--- src/hdl/cia_defs.svh ---
// Behaviour
// - Non-maskable request outranks the maskable request
// - Maskable request ignored while interrupts disabled
// - Sample both requests at instruction's last clock
// - One fixed non-maskable response sequence
// - Three software-selectable maskable response modes
// - Mode flops: 00 mode0, 10 mode1, 11 mode2
// - Non-maskable restart at 0066H unless bus granted
// - Mode 1 restarts at 0038H
// - Mode 2 pointer: vector page high, vector low
// - Acknowledge: io strobe, no memory strobe, two waits
`ifndef CIA_DEFS_SVH
`define CIA_DEFS_SVH
`define CIA_NMI_RESTART   16'h0066
`define CIA_MODE1_RESTART 16'h0038
`define CIA_ACK_WAITS     2'h2
`define CIA_MODE_RESET    2'h0
`define CIA_MODE0_CODE    2'h0
`define CIA_MODE1_CODE    2'h2
`define CIA_MODE2_CODE    2'h3
`define CIA_VEC_WIDTH     8
`define CIA_TABLE_DEPTH   4
`endif

--- src/hdl/cia_pkg.sv ---
package cia_pkg;
  typedef enum logic [1:0] {
    CIA_KIND_NONE,
    CIA_KIND_NMI,
    CIA_KIND_INT
  } cia_kind_e;

  typedef enum {
    CIA_IDLE,
    CIA_ACK_T1,
    CIA_ACK_WAIT,
    CIA_ACK_T3,
    CIA_TBL_LO,
    CIA_TBL_HI,
    CIA_DONE
  } cia_state_e;

  // Jump result handed to the sequencer
  typedef struct packed {
    logic        valid;
    logic [15:0] addr;
    logic        is_instr;
    logic [7:0]  instr;
  } cia_jump_s;

  // Acknowledge cycle strobes
  typedef struct packed {
    logic opcode_fetch_cycle;
    logic io_request_strobe;
    logic memory_request_strobe;
    logic wait_inserted;
  } cia_ack_s;
endpackage : cia_pkg

--- src/hdl/cia_accept.sv ---
`include "cia_defs.svh"
// Interrupt acceptance: sampling, priority, modes, acknowledge, vectoring
module cia_accept
  import cia_pkg::*;
(
  // Clock and reset
  input  wire logic        clk_in,
  input  wire logic        rstn_in,
  // Requests, active high levels (maskable line is wired-OR outside)
  input  wire logic        nmi_req_in,
  input  wire logic        int_req_in,
  // Instruction timing and bus
  input  wire logic        last_clock_in,
  input  wire logic        bus_granted_in,
  // Software control
  input  wire logic        enable_set_in,
  input  wire logic        enable_clr_in,
  input  wire logic        mode_wr_in,
  input  wire logic [1:0]  mode_code_in,
  input  wire logic [7:0]  vector_page_in,
  // Peripheral data bus and table load
  input  wire logic [7:0]  data_bus_in,
  input  wire logic        tbl_wr_in,
  input  wire logic [7:0]  tbl_addr_in,
  input  wire logic [7:0]  tbl_data_in,
  // Acknowledge strobes
  output logic             opcode_fetch_cycle_out,
  output logic             io_request_strobe_out,
  output logic             memory_request_strobe_out,
  output logic             wait_out,
  // Jump result
  output logic             jump_valid_out,
  output logic [15:0]      jump_addr_out,
  output logic             jump_is_instr_out,
  output logic [7:0]       jump_instr_out,
  // Status
  output logic             mode_select_high_out,
  output logic             mode_select_low_out,
  output logic             int_enabled_out
);
  cia_state_e state, next_state;
  logic       mode_select_high, next_mode_select_high;
  logic       mode_select_low, next_mode_select_low;
  logic       int_enabled, next_int_enabled;
  logic [1:0] wait_cnt, next_wait_cnt;
  logic [7:0] vec, next_vec;
  logic [7:0] tbl_lo, next_tbl_lo;
  cia_ack_s   ack, next_ack;
  cia_jump_s  jump, next_jump;
  cia_kind_e  kind;
  logic [7:0] tbl_rd_addr;
  logic [7:0] tbl_rd_data;

  cia_table_mem #(.DEPTH(256)) i_cia_table_mem (
    .clk_in      (clk_in),
    .wr_en_in    (tbl_wr_in),
    .wr_addr_in  (tbl_addr_in),
    .wr_data_in  (tbl_data_in),
    .rd_addr_in  (tbl_rd_addr),
    .rd_data_out (tbl_rd_data)
  );

  // Request classification at the sampling point
  always_comb begin
    kind = CIA_KIND_NONE;
    if (last_clock_in && state == CIA_IDLE && !bus_granted_in) begin
      if (nmi_req_in) begin
        kind = CIA_KIND_NMI;
      end else if (int_req_in && int_enabled) begin
        kind = CIA_KIND_INT;
      end
    end
  end

  // Table read address follows the sequence step
  always_comb begin
    tbl_rd_addr = (state == CIA_TBL_LO) ? vec : 8'(vec + 8'h01);
  end

  // Next-state logic
  always_comb begin
    next_state            = state;
    next_mode_select_high = mode_select_high;
    next_mode_select_low  = mode_select_low;
    next_int_enabled      = int_enabled;
    next_wait_cnt         = wait_cnt;
    next_vec              = vec;
    next_tbl_lo           = tbl_lo;
    next_ack              = '0;
    next_jump             = '0;
    if (enable_set_in) next_int_enabled = 1'b1;
    if (enable_clr_in) next_int_enabled = 1'b0;
    if (mode_wr_in && mode_code_in != 2'h1) begin
      next_mode_select_high = mode_code_in[1];
      next_mode_select_low  = mode_code_in[0];
    end
    case (state)
      CIA_IDLE: begin
        if (kind == CIA_KIND_NMI) begin
          next_jump.valid = 1'b1;
          next_jump.addr  = `CIA_NMI_RESTART;
          next_int_enabled = 1'b0;
          next_state = CIA_DONE;
        end else if (kind == CIA_KIND_INT) begin
          next_int_enabled = 1'b0;
          next_ack.opcode_fetch_cycle = 1'b1;
          next_state = CIA_ACK_T1;
        end
      end
      CIA_ACK_T1: begin
        next_ack.opcode_fetch_cycle = 1'b1;
        next_ack.io_request_strobe  = 1'b1;
        next_ack.wait_inserted      = 1'b1;
        next_wait_cnt = `CIA_ACK_WAITS - 2'h1;
        next_state = CIA_ACK_WAIT;
      end
      CIA_ACK_WAIT: begin
        next_ack.opcode_fetch_cycle = 1'b1;
        next_ack.io_request_strobe  = 1'b1;
        if (wait_cnt != 2'h0) begin
          next_ack.wait_inserted = 1'b1;
          next_wait_cnt = wait_cnt - 2'h1;
        end else begin
          next_state = CIA_ACK_T3;
        end
      end
      CIA_ACK_T3: begin
        next_vec = data_bus_in;
        if ({mode_select_high, mode_select_low} == `CIA_MODE1_CODE) begin
          next_jump.valid = 1'b1;
          next_jump.addr  = `CIA_MODE1_RESTART;
          next_state = CIA_DONE;
        end else if ({mode_select_high, mode_select_low} == `CIA_MODE2_CODE) begin
          next_state = CIA_TBL_LO;
        end else begin
          next_jump.valid    = 1'b1;
          next_jump.is_instr = 1'b1;
          next_jump.instr    = data_bus_in;
          next_state = CIA_DONE;
        end
      end
      CIA_TBL_LO: begin
        next_state = CIA_TBL_HI;
      end
      CIA_TBL_HI: begin
        next_tbl_lo = tbl_rd_data;
        next_jump.valid = 1'b1;
        next_jump.addr  = {vector_page_in, vec};
        next_state = CIA_DONE;
      end
      CIA_DONE: begin
        next_state = CIA_IDLE;
      end
      default: begin
        next_state = CIA_IDLE;
      end
    endcase
  end

  // State registers
  always_ff @(posedge clk_in or negedge rstn_in) begin
    if (!rstn_in) begin
      state            <= CIA_IDLE;
      mode_select_high <= 1'(`CIA_MODE_RESET >> 1);
      mode_select_low  <= 1'(`CIA_MODE_RESET);
      int_enabled      <= 1'b0;
      wait_cnt         <= 2'h0;
      vec              <= 8'h00;
      tbl_lo           <= 8'h00;
      ack              <= '0;
      jump             <= '0;
    end else begin
      state            <= next_state;
      mode_select_high <= next_mode_select_high;
      mode_select_low  <= next_mode_select_low;
      int_enabled      <= next_int_enabled;
      wait_cnt         <= next_wait_cnt;
      vec              <= next_vec;
      tbl_lo           <= next_tbl_lo;
      ack              <= next_ack;
      jump             <= next_jump;
    end
  end

  // Outputs straight from flops
  assign opcode_fetch_cycle_out    = ack.opcode_fetch_cycle;
  assign io_request_strobe_out     = ack.io_request_strobe;
  assign memory_request_strobe_out = ack.memory_request_strobe;
  assign wait_out                  = ack.wait_inserted;
  assign jump_valid_out            = jump.valid;
  assign jump_addr_out             = jump.addr;
  assign jump_is_instr_out         = jump.is_instr;
  assign jump_instr_out            = jump.instr;
  assign mode_select_high_out      = mode_select_high;
  assign mode_select_low_out       = mode_select_low;
  assign int_enabled_out           = int_enabled;

  // Assertions
  chk_nmi_first: assert property (@(posedge clk_in) disable iff (!rstn_in)
    (last_clock_in && state == CIA_IDLE && !bus_granted_in && nmi_req_in)
      |=> (jump_valid_out && jump_addr_out == 16'h0066 && !io_request_strobe_out))
    else $error("nmi not taken first");
  chk_int_masked: assert property (@(posedge clk_in) disable iff (!rstn_in)
    (state == CIA_IDLE && !int_enabled && !nmi_req_in) |=> !opcode_fetch_cycle_out)
    else $error("masked request acknowledged");
  chk_sample_point: assert property (@(posedge clk_in) disable iff (!rstn_in)
    (state == CIA_IDLE && !last_clock_in) |=> (state == CIA_IDLE && !jump_valid_out))
    else $error("request taken off sampling point");
  chk_mode_code: assert property (@(posedge clk_in) disable iff (!rstn_in)
    !(mode_select_low && !mode_select_high))
    else $error("unused mode code held");
  chk_mode1_addr: assert property (@(posedge clk_in) disable iff (!rstn_in)
    (state == CIA_ACK_T3 && mode_select_high && !mode_select_low)
      |=> (jump_valid_out && jump_addr_out == 16'h0038))
    else $error("mode 1 restart wrong");
  chk_mode2_ptr: assert property (@(posedge clk_in) disable iff (!rstn_in)
    (state == CIA_ACK_T3 && mode_select_high && mode_select_low)
      |=> ##2 (jump_valid_out && jump_addr_out == {$past(vector_page_in), $past(data_bus_in, 3)}))
    else $error("mode 2 pointer wrong");
  chk_ack_waits: assert property (@(posedge clk_in) disable iff (!rstn_in)
    $rose(io_request_strobe_out) |-> (wait_out && !memory_request_strobe_out) ##1 wait_out ##1 !wait_out)
    else $error("acknowledge wait count wrong");
  chk_nmi_fixed: assert property (@(posedge clk_in) disable iff (!rstn_in)
    (jump_valid_out && !jump_is_instr_out && $past(state) == CIA_IDLE) |-> jump_addr_out == 16'h0066)
    else $error("nmi restart wrong");
  cov_nmi:   cover property (@(posedge clk_in) disable iff (!rstn_in) jump_valid_out && jump_addr_out == 16'h0066);
  cov_mode0: cover property (@(posedge clk_in) disable iff (!rstn_in) jump_valid_out && jump_is_instr_out);
  cov_mode1: cover property (@(posedge clk_in) disable iff (!rstn_in) jump_valid_out && jump_addr_out == 16'h0038);
  cov_mode2: cover property (@(posedge clk_in) disable iff (!rstn_in) state == CIA_TBL_HI);
endmodule : cia_accept

--- src/hdl/cia_table_mem.sv ---
`include "cia_defs.svh"
// Small table memory for mode 2 vector entries, registered read
module cia_table_mem
  import cia_pkg::*;
#(
  parameter int DEPTH = 256
) (
  // Clock
  input  wire logic                     clk_in,
  // Write side
  input  wire logic                     wr_en_in,
  input  wire logic [7:0]               wr_addr_in,
  input  wire logic [7:0]               wr_data_in,
  // Read side
  input  wire logic [7:0]               rd_addr_in,
  output logic      [7:0]               rd_data_out
);
  logic [7:0] mem [DEPTH];

  // Byte store and registered read
  always_ff @(posedge clk_in) begin
    if (wr_en_in) begin
      mem[wr_addr_in] <= wr_data_in;
    end
    rd_data_out <= mem[rd_addr_in];
  end
endmodule : cia_table_mem

--- config.mk ---
export PLATFORM = sky130hd
export DESIGN_NAME = cia_accept
export DESIGN_NICKNAME = d
export VERILOG_FILES = /design/src/hdl/cia_pkg.sv /design/src/hdl/cia_accept.sv /design/src/hdl/cia_table_mem.sv
export VERILOG_INCLUDE_DIRS = /design/src /design/src/hdl
export SDC_FILE = /design/constraint.sdc
export NUM_CORES = 1
export LEC_CHECK = 0
export ABC_AREA = 1
export ABC_CLOCK_PERIOD_IN_PS = 3530
export BUFFER_PORTS_ARGS = -buffer_cell sky130_fd_sc_hd__buf_2
export CAP_MARGIN = 10
export CORE_MARGIN = 1
export CORE_UTILIZATION = 45
export DETAILED_ROUTE_END_ITERATION = 16
export GPL_ROUTABILITY_DRIVEN = 1
export GPL_TIMING_DRIVEN = 1
export PLACE_DENSITY = 0.85
export SETUP_SLACK_MARGIN = 0.02
export SLEW_MARGIN = 20
export SYNTH_ARGS = -nofsm -noshare
export SYNTH_HDL_FRONTEND = slang
export SYNTH_SLANG_ARGS = --single-unit
export TNS_END_PERCENT = 30
--- constraint.sdc ---
create_clock -name clk_in -period 3.53 [get_ports clk_in]
set_input_delay 0.706 -clock clk_in [delete_from_list [all_inputs] [get_ports clk_in]]
set_output_delay 0.706 -clock clk_in [all_outputs]
set_load 0.005 [all_outputs]
Yosys cells after proc, flatten, opt, wreduce, memory -nomap -nowiden

Cells that the tools add are included.

Output and inout bits: 33
Logic and storage cells: 69
Bits in registers: 74

Mux-type cells: 30
Add/subtract/negate cells: 1
Reduce and logical (&&, ||, !) cells: 12
Equality and inequality tests: 13

Operator list:

| operator              | count |
|---|---|
| $pmux W32 S6          | 1 |
| $mux W32              | 4 |
| $eq A32 B2 Y1 const B | 2 |
| $eq A32 B3 Y1 const B | 2 |
| $logic_not A32 Y1     | 2 |
| $pmux W17 S3          | 1 |
| $eq A32 B1 Y1 const B | 1 |
| $mux W9               | 3 |
| $mux W17              | 1 |
| $mux W1               | 11 |
| $mux W2               | 5 |
| $eq A2 B2 Y1 const B  | 3 |
| $mux W6               | 1 |
| $logic_and A1 B1 Y1   | 4 |
| $ne A2 B2 Y1 const B  | 2 |
| $pmux W1 S2           | 2 |
| $pmux W2 S2           | 1 |
| $reduce_and A2 Y1     | 2 |
| $reduce_bool A2 Y1    | 2 |
| $ne A3 B3 Y1 const B  | 1 |
| $eq A2 B1 Y1 const B  | 1 |
| $ne A2 B1 Y1 const B  | 1 |
| $reduce_or A2 Y1      | 1 |
| $sub A2 B1 Y2 const B | 1 |
| $logic_not A1 Y1      | 1 |

Depth between registers and ports, before layout

Depth after elaboration: 8
Gate-level depth with buffers: 7
Depth with buffers taken out: 7

Worst setup path before layout

Ideal clock, no wire load.

Kind: input to register
From: in last_clock_in
To: reg state[0]
Arrival: 1,312 ps
Library setup time: 119 ps
Required time: 3,411 ps
Path slack: 2,099 ps
Stages: 5
Cell sequence: inv_1 > nor2_1 > nand4_1 > a21oi_1 > nor2_1

Word-level cells in the longest chain between the ends: 6
Elaborated cells between the ends (all ways): 9

RTL lines:

| element                                           | RTL line                            | text |
|---|---|---|
| start: declaration                                | cia_accept.sv:13                    | `input wire logic last_clock_in,` |
| $logic_and A1 B1 Y1 (*) (2 in series)             | cia_accept.sv:66                    | `if (last_clock_in && state == CIA_IDLE && !bus_granted_in) begin` |
| $mux W2 (*)                                       | cia_accept.sv:66                    |  |
| $eq A2 B1 Y1 or $eq A2 B2 Y1 (tied branches)      | cia_accept.sv:99, cia_accept.sv:104 |  |
| $mux W32 or $ne A3 B3 Y1 (tied branches)          | n/a                                 |  |
| $pmux W32 S6 or $reduce_and A2 Y1 (tied branches) | n/a                                 |  |
| end signal: assignment                            | cia_accept.sv:173                   | `state <= next_state;` |
| end: declaration                                  | cia_accept.sv:41                    | `cia_state_e state, next_state;` |

Mark *: on every way between the ends. The rest lies on a longest branch, timed or not.
A chain may end at the register's enable or synchronous reset.

==> metrics.md <==
| Metric | Value |
|---|---|
| Final clock period utilization by the worst path | `0.4549` |
| Final #Nets | `275` |
| Buffers from clock root to sink, at most | `2` |
| Area grow syn2layout | `24.32%` |
| Outcome | `finished clean` |
| Setup repair after global routing missed its margin | `false` |
| Clock-pin slew on the worst setup and hold paths | `0.07 ns` |
| Vias in the first global route | `1205` |
| Number of instances in the synthesized netlist | `168` |
| Share of synthesized cell area in and, or, nand and nor gates | `0.1707` |
| Clk root buf | `clkbuf_8` |
| Sink count of the clock tree | `45` |
| Synth Area in Compound Gates | `0.06356` |
| Part of the Yosys area used for sequential elements | `0.6652` |
| Synth top area share | `0.6652` |
| Post-CTS Setup Inserts | `0` |
| Post-route clock skew | `0.003200 ns` |
| Number of max-slew violations in the final report | `0` |
| Fillcell total | `309` |
| Slew @ Worst Pin | `0.9258 ns` |
| Initial drt markers | `54` |
| Final setup viols | `0` |
| Share of synthesized area spent on multiplexers | `0` |
| Hold buffer count at CTS | `0` |
| Detailed-placement wirelength estimate | `2.227 mm` |
| Ratio of cells with drive above 1 in the final layout | `0.3290` |
| Die Width | `63.34 um` |
| Boundary pin count | `77` |
| Most frequent cells in the layout | `58 x buf_2, 45 x dfrtp_1, 33 x inv_1` |
| Most common library cell in the layout ignoring fill and taps | `buf_2` |
| FF-to-FF End | `jump_instr_out[2]` |
| Number of endpoints with negative hold slack in the final report | `0` |
| Synthesized area per cell | `10.08 um^2` |
| First-pass GRT wire length | `5.285 mm` |
| Clock period minus worst slack | `1.606 ns` |
| Most area-consuming cells after synthesis | `dfrtp_1 67%, inv_1 7.3%, o21ai_0 5.3%` |
| Yosys top cell by area | `dfrtp_1` |
| Final global-route overflow total | `0` |
| Final-layout worst hold slack | `0.5023 ns` |
| Hold wc startpoint | `vec[7]` |
| Remaining antenna violation count after routing | `0` |
| Reg area | `0.001126 mm^2` |
| Final weighted congestion in routability-driven placement | `0.8028` |
| CP Class | `flop to flop` |
| Synthesis-stage register bit count | `45` |
| Final setup TNS | `0 ns` |
| Worst setup EP type | `flop` |
| Detailed-route wire length per cell | `11.05 um` |
| Highest ir drop seen on vdd | `351.7 uV` |
| Type of element launching the critical path | `flop` |
| R2R Path Start | `state[0]` |
| Adder-Cell Fraction of Synth Area | `0.007391` |
| Total power divided by cell area | `654.2 mW/mm^2` |
| Number of DRC violations after detailed routing | `0` |
| Total routing usage reported by global routing | `0.1764` |
| Multi-input gate area in the final layout | `412.9 um^2` |
| Detailed-route wire length | `3.060 mm` |
| Initial core utilization | `0.4881` |
| Core Rows | `21` |
| DR vias | `1240` |
| Critical path required time | `3.76 ns` |
| TritonCTS clock tree | `done` |
| Number of warnings reported in the yosys synthesis log | `0` |
| Xor and xnor fraction of the mapped netlist area | `0` |
| Worst path arrival time | `1.84 ns` |
| DR vias/cell | `4.477` |
| Worst reg-to-reg path cell count | `6` |
| Max Cap Violations | `0` |
| Dominant combinational cell family by area after synthesis | `simple AND/OR/NAND/NOR gates` |
| Register-to-register setup slack | `1.92 ns` |
| Vert. Die Dim | `63.34 um` |
| Die Outline Area | `0.004011 mm^2` |
| H-tree depth | `2` |
| Num CTS Buffers | `5` |
| Static Leakage | `1.243 nW` |
| Largest net degree at the start of global routing | `46` |
| 1st-pass router iterations | `6` |
| Crit path max fanout | `17` |
| Count of inserted antenna diode cells | `0` |
| Worst skew pair latency | `0.29 ns` |
| Class of the worst hold path | `flop to flop` |
| Cts repair resizes | `0` |
| Number of distinct library cells after synthesis | `21` |
| Placeable core region | `0.003468 mm^2` |
| Number of antenna violations at the first check in global routing | `0` |
| I/O Buffers | `58` |
| Max_slew headroom | `0.3828` |
| Worst hold path cell count | `2` |
| Highest clock frequency the design can meet | `0.6227 GHz` |
| Hold endpoint | `jump_addr_out[7]` |
| Total nets after synthesis | `213` |
| Netlist area before placement | `0.001693 mm^2` |
[cell usage after synthesis, drive strengths merged]
library cell  number
dfrtp             45
inv               36
nor2              28
nand2             20
o21ai             18
nand3              6
nand4              3
nor3               3
a21oi              2
buf                2
and2               1
clkbuf             1
conb               1
ha                 1
o211ai             1
[where the power goes]
group / switching, mW / leakage, nW / internal, mW
sequential: 0.0547 / 0.594 / 0.648
clock: 0.154 / 0.0395 / 0.141
combinational: 0.238 / 0.610 / 0.142
[final cells by class]
type | count | share of cell area
clock buffers | 8 | 0.03805
inverters | 36 | 0.06540
multi-input cells | 84 | 0.1962
flip-flops and latches | 45 | 0.5351
well taps | 46 | 0.02735
repair buffers | 58 | 0.1379
[sequential cells by signal, summed over array words and instances (netlist names)]
register,cells
int_enabled_out,1
io_request_strobe_out,1
jump_addr_out,16
jump_instr_out,8
jump_is_instr_out,1
jump_valid_out,1
mode_select_high_out,1
mode_select_low_out,1
opcode_fetch_cycle_out,1
state,3
vec,8
wait_cnt,2
wait_out,1
[worst max path at each step]
stage / cells past startpoint / startpoint / slack [ns] / to
5_1_grt: 3 / state[1] / 1.80 / jump_addr_out[1]
2_1_floorplan: 5 / last_clock_in / 2.10 / state[0]
4_1_cts: 1 / mode_select_high_out / 1.93 / mode_select_high_out
3_3_place_gp: 6 / bus_granted_in / 1.85 / state[0]
6_report: 6 / state[0] / 1.92 / jump_instr_out[2]
3_5_place_dp: 6 / bus_granted_in / 1.77 / state[0]
[stage by stage]
step           total power [mW]  utilization  area (um^2)  std cells  worst slack, ns
5_1_grt                   1.491       0.6068         2105        277            1.796
6_report                  1.377       0.6068         2105        277            1.924
4_1_cts                   1.388       0.6068         2105        277            1.926
3_3_place_gp              1.072       0.5837         2024        269            1.849
2_1_floorplan            0.9508            -         1693        168            2.099
3_5_place_dp              1.095       0.5837         2024        269            1.773
[worst max-delay path, stage by stage, from the launching register on]
cell	delay, ns
dfrtp_1	0.44
inv_2	0.08
nor3_4	0.54
inv_2	0.15
nor2_4	0.15
inv_4	0.09
nor2_2	0.09
[per-layer routing]
layer	routed length, um	part of all wire	track usage
met5	0	0	0
met4	60	0.020	0.07670
met3	191	0.062	0.05978
met2	1472	0.48	0.2859
met1	1335	0.44	0.2123
[logic make-up after synthesis]
kind of cell	after synthesis
compound gates	21
fa+ha+maj	1
buf+inv	39
flops	45
other cells	1
simple gates	61
Note: power is estimated with default switching activity, not from simulation.
